--- config.mk ---
export PLATFORM = sky130hd
export DESIGN_NAME = branch_increment_nop_decode
export DESIGN_NICKNAME = d
export VERILOG_FILES = /design/src/core_decode_pkg.sv /design/src/q_phase_seq.sv /design/src/branch_increment_nop_decode.sv
export SDC_FILE = /design/constraint.sdc
export NUM_CORES = 1
export LEC_CHECK = 0
export ABC_AREA = 1
export BUFFER_PORTS_ARGS = -buffer_cell sky130_fd_sc_hd__buf_4
export CAP_MARGIN = 0
export CORE_UTILIZATION = 53
export DETAILED_ROUTE_END_ITERATION = 7
export GPL_TIMING_DRIVEN = 0
export PLACE_DENSITY = 0.79
export SLEW_MARGIN = 10
export SYNTH_ARGS = -nofsm -noshare
export SYNTH_HDL_FRONTEND = slang
export SYNTH_SLANG_ARGS = --single-unit
--- constraint.sdc ---
create_clock -name i_sys_clk -period 1.6 [get_ports i_sys_clk]
set_input_delay 0.24 -clock i_sys_clk [delete_from_list [all_inputs] [get_ports i_sys_clk]]
set_output_delay 0.24 -clock i_sys_clk [all_outputs]
set_load 0.02 [all_outputs]
--- src/core_decode_pkg.sv ---
// ==========================================================================
// shared constants and types
// ==========================================================================
package core_decode_pkg;

   localparam int INSTR_W = 14;
   localparam int PC_W    = 13;
   localparam int DATA_W  = 8;
   localparam int FADDR_W = 7;
   localparam int LIT_W   = 11;
   localparam int LATCH_W = 8;

   // ========================================================================
   // instruction fields
   // ========================================================================
   localparam int OPC_JUMP_LSB = 11;
   localparam int OPC_INC_LSB  = 8;
   localparam int DEST_BIT     = 7;
   localparam int LATCH_HI     = 4;
   localparam int LATCH_LO     = 3;

   localparam logic [2:0]         OPC_JUMP  = 3'h5;
   localparam logic [5:0]         OPC_INC   = 6'h0a;
   localparam logic [INSTR_W-1:0] IDLE_MASK = 14'h3f9f;
   localparam logic [INSTR_W-1:0] IDLE_CODE = 14'h0000;

   // ========================================================================
   // reset values and timing
   // ========================================================================
   localparam logic [PC_W-1:0]   PC_RESET   = 13'h0000;
   localparam logic [DATA_W-1:0] DATA_RESET = 8'h00;
   localparam logic [DATA_W-1:0] DATA_ONE   = 8'h01;
   localparam logic [PC_W-1:0]   PC_ONE     = 13'h0001;

   // system clocks per phase; one instruction cycle is four phases
   localparam int         PHASE_DIV  = 2;
   localparam logic [0:0] DIV_LAST   = 1'h1;
   localparam logic [0:0] DIV_RESET  = 1'h0;
   localparam logic [0:0] DIV_ONE    = 1'h1;

   typedef enum logic [1:0] {
      PH_Q1 = 2'b00,
      PH_Q2 = 2'b01,
      PH_Q3 = 2'b11,
      PH_Q4 = 2'b10
   } phase_e;

   typedef enum logic {
      CYC_EXEC  = 1'b0,
      CYC_FLUSH = 1'b1
   } cycle_e;

   typedef enum logic [1:0] {
      OPK_IDLE  = 2'b00,
      OPK_JUMP  = 2'b01,
      OPK_INC   = 2'b11,
      OPK_OTHER = 2'b10
   } op_kind_e;

   typedef struct packed {
      logic               we;
      logic [FADDR_W-1:0] addr;
      logic [DATA_W-1:0]  wdata;
   } file_port_s;

endpackage : core_decode_pkg

--- src/q_phase_seq.sv ---
`timescale 1ns/10ps
// ==========================================================================
// four-phase sequencer with clock-enable divider
// ==========================================================================
module q_phase_seq (
   // clock and reset
   input  wire logic                  i_sys_clk,
   input  wire logic                  i_reset_n,
   // phase outputs
   output core_decode_pkg::phase_e    o_phase,
   output logic                       o_step
);

   logic [0:0]               div_cnt;
   logic [0:0]               next_div_cnt;
   core_decode_pkg::phase_e  next_phase;

   // step marks the last system clock of the current phase
   assign o_step = (div_cnt == core_decode_pkg::DIV_LAST);

   always_comb begin
      next_div_cnt = o_step ? core_decode_pkg::DIV_RESET : div_cnt + core_decode_pkg::DIV_ONE;
      next_phase   = o_phase;
      if (o_step) begin
         case (o_phase)
            core_decode_pkg::PH_Q1: next_phase = core_decode_pkg::PH_Q2;
            core_decode_pkg::PH_Q2: next_phase = core_decode_pkg::PH_Q3;
            core_decode_pkg::PH_Q3: next_phase = core_decode_pkg::PH_Q4;
            core_decode_pkg::PH_Q4: next_phase = core_decode_pkg::PH_Q1;
            default:                next_phase = core_decode_pkg::PH_Q1;
         endcase
      end
   end

   always_ff @(posedge i_sys_clk) begin
      if (!i_reset_n) begin
         div_cnt <= core_decode_pkg::DIV_RESET;
         o_phase <= core_decode_pkg::PH_Q1;
      end else begin
         div_cnt <= next_div_cnt;
         o_phase <= next_phase;
      end
   end

endmodule : q_phase_seq

--- src/branch_increment_nop_decode.sv ---
// Function
// - jump recognised by top bits 101
// - jump literal loads pc bits 10..0
// - pc bits 12..11 from latch bits 4..3
// - jump takes two cycles, second idle
// - increment addressed register, update zero only
// - dest bit 0 to accumulator, 1 to file
// - increment completes in one instruction cycle
`timescale 1ns/10ps
module branch_increment_nop_decode (
   // clock and reset
   input  wire logic                                    i_sys_clk,
   input  wire logic                                    i_reset_n,
   // instruction fetch
   input  wire logic [core_decode_pkg::INSTR_W-1:0]     i_instr,
   input  wire logic [core_decode_pkg::LATCH_W-1:0]     i_pc_upper_latch,
   output logic      [core_decode_pkg::PC_W-1:0]        o_pc,
   // file register port
   input  wire logic [core_decode_pkg::DATA_W-1:0]      i_file_rdata,
   output core_decode_pkg::file_port_s                  o_file_req,
   // core state
   output logic      [core_decode_pkg::DATA_W-1:0]      o_w,
   output logic                                         o_zero,
   output core_decode_pkg::op_kind_e                    o_op_kind,
   output core_decode_pkg::cycle_e                      o_cycle
);

   // =======================================================================
   // phase sequencing
   // =======================================================================
   core_decode_pkg::phase_e phase;
   logic                    step;

   q_phase_seq u_phase (
      .i_sys_clk (i_sys_clk),
      .i_reset_n (i_reset_n),
      .o_phase   (phase),
      .o_step    (step)
   );

   // =======================================================================
   // decode and execute
   // =======================================================================
   logic [core_decode_pkg::INSTR_W-1:0] ir;
   logic [core_decode_pkg::INSTR_W-1:0] next_ir;
   logic [core_decode_pkg::DATA_W-1:0]  operand;
   logic [core_decode_pkg::DATA_W-1:0]  next_operand;
   logic [core_decode_pkg::DATA_W-1:0]  result;
   logic [core_decode_pkg::DATA_W-1:0]  next_result;
   logic [core_decode_pkg::PC_W-1:0]    next_pc;
   logic [core_decode_pkg::DATA_W-1:0]  next_w;
   logic                                next_zero;
   core_decode_pkg::file_port_s         next_file_req;
   core_decode_pkg::op_kind_e           next_op_kind;
   core_decode_pkg::op_kind_e           decoded;
   core_decode_pkg::cycle_e             next_cycle;

   always_comb begin
      decoded = core_decode_pkg::OPK_OTHER;
      if (i_instr[core_decode_pkg::INSTR_W-1:core_decode_pkg::OPC_JUMP_LSB]
          == core_decode_pkg::OPC_JUMP) begin
         decoded = core_decode_pkg::OPK_JUMP;
      end else if (i_instr[core_decode_pkg::INSTR_W-1:core_decode_pkg::OPC_INC_LSB]
                   == core_decode_pkg::OPC_INC) begin
         decoded = core_decode_pkg::OPK_INC;
      end else if ((i_instr & core_decode_pkg::IDLE_MASK) == core_decode_pkg::IDLE_CODE) begin
         decoded = core_decode_pkg::OPK_IDLE;
      end
   end

   always_comb begin
      next_ir          = ir;
      next_operand     = operand;
      next_result      = result;
      next_pc          = o_pc;
      next_w           = o_w;
      next_zero        = o_zero;
      next_op_kind     = o_op_kind;
      next_cycle       = o_cycle;
      next_file_req    = o_file_req;
      next_file_req.we = 1'b0;
      if (step) begin
         case (phase)
            core_decode_pkg::PH_Q1: begin
               if (o_cycle == core_decode_pkg::CYC_EXEC) begin
                  next_ir            = i_instr;
                  next_op_kind       = decoded;
                  next_file_req.addr = i_instr[core_decode_pkg::FADDR_W-1:0];
               end else begin
                  // second jump cycle executes as idle
                  next_ir      = core_decode_pkg::IDLE_CODE;
                  next_op_kind = core_decode_pkg::OPK_IDLE;
               end
            end
            core_decode_pkg::PH_Q2: begin
               next_operand = i_file_rdata;
            end
            core_decode_pkg::PH_Q3: begin
               next_result = operand + core_decode_pkg::DATA_ONE;
            end
            core_decode_pkg::PH_Q4: begin
               next_cycle = core_decode_pkg::CYC_EXEC;
               case (o_op_kind)
                  core_decode_pkg::OPK_JUMP: begin
                     next_pc = {i_pc_upper_latch[core_decode_pkg::LATCH_HI:core_decode_pkg::LATCH_LO],
                                ir[core_decode_pkg::LIT_W-1:0]};
                     next_cycle = core_decode_pkg::CYC_FLUSH;
                  end
                  core_decode_pkg::OPK_INC: begin
                     next_zero = (result == core_decode_pkg::DATA_RESET);
                     if (ir[core_decode_pkg::DEST_BIT]) begin
                        next_file_req.we    = 1'b1;
                        next_file_req.wdata = result;
                     end else begin
                        next_w = result;
                     end
                     next_pc = o_pc + core_decode_pkg::PC_ONE;
                  end
                  default: begin
                     // flush cycle holds pc while the target is fetched
                     if (o_cycle == core_decode_pkg::CYC_EXEC) begin
                        next_pc = o_pc + core_decode_pkg::PC_ONE;
                     end
                  end
               endcase
            end
            default: begin
               next_cycle = o_cycle;
            end
         endcase
      end
   end

   always_ff @(posedge i_sys_clk) begin
      if (!i_reset_n) begin
         ir         <= core_decode_pkg::IDLE_CODE;
         operand    <= core_decode_pkg::DATA_RESET;
         result     <= core_decode_pkg::DATA_RESET;
         o_pc       <= core_decode_pkg::PC_RESET;
         o_w        <= core_decode_pkg::DATA_RESET;
         o_zero     <= 1'b0;
         o_op_kind  <= core_decode_pkg::OPK_IDLE;
         o_cycle    <= core_decode_pkg::CYC_EXEC;
         o_file_req <= '0;
      end else begin
         ir         <= next_ir;
         operand    <= next_operand;
         result     <= next_result;
         o_pc       <= next_pc;
         o_w        <= next_w;
         o_zero     <= next_zero;
         o_op_kind  <= next_op_kind;
         o_cycle    <= next_cycle;
         o_file_req <= next_file_req;
      end
   end

   logic q1_exec;
   logic q4_end;
   assign q1_exec = step && (phase == core_decode_pkg::PH_Q1)
                    && (o_cycle == core_decode_pkg::CYC_EXEC);
   assign q4_end  = step && (phase == core_decode_pkg::PH_Q4);
endmodule : branch_increment_nop_decode

==> implementation parameters <==
Parameter                              Value

Power and ir drop
  Largest voltage drop on the vdd net    about 0.67 mV
  Leakage    between 1.5 and 2 nW
  PD cells    974 nW/um2

Clock tree
  Post CTS Setup Buffer Count    0
  Number of clock sinks    ~70
  Worst-Skew Late Latency    0.34 ns
  Longest Clk Path Bufs    2
  Number of H-tree branching levels    3
  CTS tree    done
  CTS root buffer    sky130_fd_sc_hd__clkbuf_8
  Clock transition at path regs    0.07 ns
  TritonCTS buffer count    9

Placed design
  Count of input and output buffers    66
  Area of placed instances    3730 um2
  Routability congestion estimate    0.827
  Post-detail-place hpwl    5450 um

Detailed routing
  Routed wire length    7670 um
  DRC violation count after routing    0
  Detailed-router iteration count before antenna repair    5
  Per-cell via count in the routed design    5.29
  Count of routing violations after the opening detailed-route iteration    213
  Number of vias in the routed layout    3,050
  Routed len/inst    13.3 um
  Remaining number of nets flagged by the antenna check after routing    0

Yosys
  Total nets after synthesis    457
  Flops & latches, synth    between 70 and 80
  Synthesized-area fraction occupied by adder cells    less than 1%
  Synth unique cells    35
  Fraction of the mapped netlist area in compound gates    18.2%
  Sequential cell area fraction in the yosys report    between 40% and 50%
  Number of flops mapped to enable cells by yosys    0
  Cell type with the largest total area after synthesis    sky130_fd_sc_hd__dfxtp_1
  Number of standard cells after synthesis    423
  Syn. warnings    0
  Total standard cell area after synthesis    3150 um2
  Largest family of logic cells by synthesized area    simple AND/OR/NAND/NOR gates
  Synth top area share    45.2%
  Most used flip-flop cell after synthesis    sky130_fd_sc_hd__dfxtp_1
  Basic-gate share of the synthesized area counting and, or, nand and nor cells    26.8%
  Largest cells by area after synthesis    sky130_fd_sc_hd__dfxtp_1, sky130_fd_sc_hd__nand2_1, sky130_fd_sc_hd__a21oi_1
  Post-Syn Area per Cell    7.44 um2
  Proportion of synthesized area in mux cells    0%
  Xor/xnor cell area share of the yosys netlist    less than 1%
  Post-synth ARST share    0%

Worst setup path
  Critical Setup Path Class    flip-flop to flip-flop
  Worst-path fanout max    5
  Data arrival, critical path    1.64 ns
  Kind of capture point of the worst setup path    flip-flop
  Startpoint class of the critical path    flip-flop
  WP data required    1.79 ns

Global route
  Via count of the first global-routing pass    2,824
  Initial antenna violation count    0
  Gr ovfl total    0
  Global-route wire length before repair    roughly 13,000 um
  Overall fraction of global-route tracks in use    26.5%
  Largest net degree at the start of global routing    14

Status
  Run status    complete, no violations

Floorplanning
  Core footprint    5610 um2
  Number of cell rows    27
  Boundary pin count    73
  Effective utilization at floorplan    56.1%
  Vert. Die Dim    79.1 um
  Die X-Extent    ~80 um
  Area enclosed by the die boundary    6250 um2

Final layout
  Most used cells in the layout excluding fill and tap cells    sky130_fd_sc_hd__nand2_1, sky130_fd_sc_hd__dfxtp_1, sky130_fd_sc_hd__buf_4
  Final instance area    3990 um2
  Net count, final    534
  Fraction of layout cells with a size suffix above 1    23.6%
  # fillers    481
  Area growth, synth to finish    26.7%
  Count of antenna diodes in the layout    0
  Most common cell after layout, fill and taps aside    sky130_fd_sc_hd__nand2_1

Timing
  Setup skew after layout    0.0102 ns
  Time the worst path needs with I/O delays and setup    ~1.4 ns
  Fmax achieved    691 MHz
  Part of the cycle the worst path needs    90.4%
  Headroom to the max-slew limit    55.9%
  Summed negative setup slack over all endpoints    0 ns
  Setup violations, final    0
  RSZ-0062 raised after global routing    no
  Transition at the pin with the smallest max-transition slack    ~0.66 ns
  Final Slew Violations    0
  Hold violation count in the final report    0

Worst hold path
  Min-delay worst type    input port to flip-flop

Job
  Number of max-cap violations    0
==> path summary, 6_finish.rpt <==
| check | cells after the start | to | from | slack, ns |
|---|---|---|---|---|
| setup / recovery | 6 | o_pc[6] | o_pc[0] | 0.15 |
| hold / removal | 3 | operand[6] | i_file_rdata[6] | 0.13 |
| setup reg to reg | 6 | o_pc[6] | o_pc[0] | 0.15 |
| hold reg to reg | 2 | ir[2] | ir[2] | 0.46 |
==> synth_stat cells, drive strengths merged, types with 2 or more instances <==
library cell	instances
nor4	2
dfxtp	71
nand3	18
a21oi	56
nor2	62
nor3	7
nand2	88
xor2	3
a31oi	2
buf	11
ha	2
nand3b	2
inv	37
o21ai	45
o21a	2
nand4	5
clkbuf	5
==> logic make-up (layout without fill, tap and decap cells) <==
kind of cell	count (synthesis)	after routing
DFF	71	71
adders and majority gates	2	2
and+or+nand+nor	185	185
buffers and inverters	54	136
AOI/OAI and AO/OA	108	108
xor gates and xnor gates	3	3
==> timing repair <==
item | in CTS | in global routing
resized for setup | 1 | 5
endpoints found under the setup margin | 1 | 9
hold buffers | 0 | 0
==> final cells by class <==
| type | instances | area (um2) | share of cell area [%] |
|---|---|---|---|
| multi-input combinational | 298 | 1480 | 37.0 |
| clock buffer | 9 | 124 | 3.11 |
| buffer | 16 | 116 | 2.92 |
| tap | 72 | 90.1 | 2.26 |
| clock inverter | 7 | 118 | 2.95 |
| timing repair buffer | 66 | 495 | 12.4 |
| inverter | 38 | 144 | 3.61 |
| sequential | 71 | 1420 | 35.7 |
==> state kept, by name (all words and copies together) (netlist names) <==
signal           flops
result               8
o_w                  8
o_op_kind            2
o_pc                13
o_file_req          16
o_zero               1
u_phase.o_step       1
o_cycle              1
operand              8
u_phase.o_phase      2
ir                  11
==> routing by layer <==
metal | up-vias | wire [um] | global-route usage (%)
li1 | 1551 | - | -
met1 | 1392 | 3520 | 35.3
met2 | 96 | 3640 | 42.3
met3 | 11 | 410 | 4.48
met4 | 0 | 106 | 11.3
met5 | - | 0 | 0
==> stage by stage <==
step	total power, mW	util, %	setup WS (ns)	instances	hold slack [ns]
2_1_floorplan	2.06	-	0.139	423	0.375
3_3_place_gp	2.18	66.6	0.0747	561	0.453
3_5_place_dp	2.18	66.6	0.0123	561	0.455
4_1_cts	3.90	70.9	0.0880	577	0.118
5_1_grt	4.03	71.1	0.0231	577	0.146
6_report	3.89	71.1	0.153	577	0.126
==> critical path, cell delays in order, from the launching register on <==
cell                      delay [ns]
sky130_fd_sc_hd__dfxtp_1        0.42
sky130_fd_sc_hd__ha_2           0.24
sky130_fd_sc_hd__nand3_1        0.13
sky130_fd_sc_hd__o21ai_0        0.19
sky130_fd_sc_hd__nand2_1        0.06
sky130_fd_sc_hd__o21ai_0        0.18
sky130_fd_sc_hd__a21oi_1        0.09
==> report_power, final <==
part	internal [mW]	total, mW	switching (mW)
logic	0.120	0.291	0.172
registers	1.82	1.86	0.0415
clock network	1.04	1.74	0.696
total	2.98	3.89	0.910
Power figures use the tool's default switching activity.
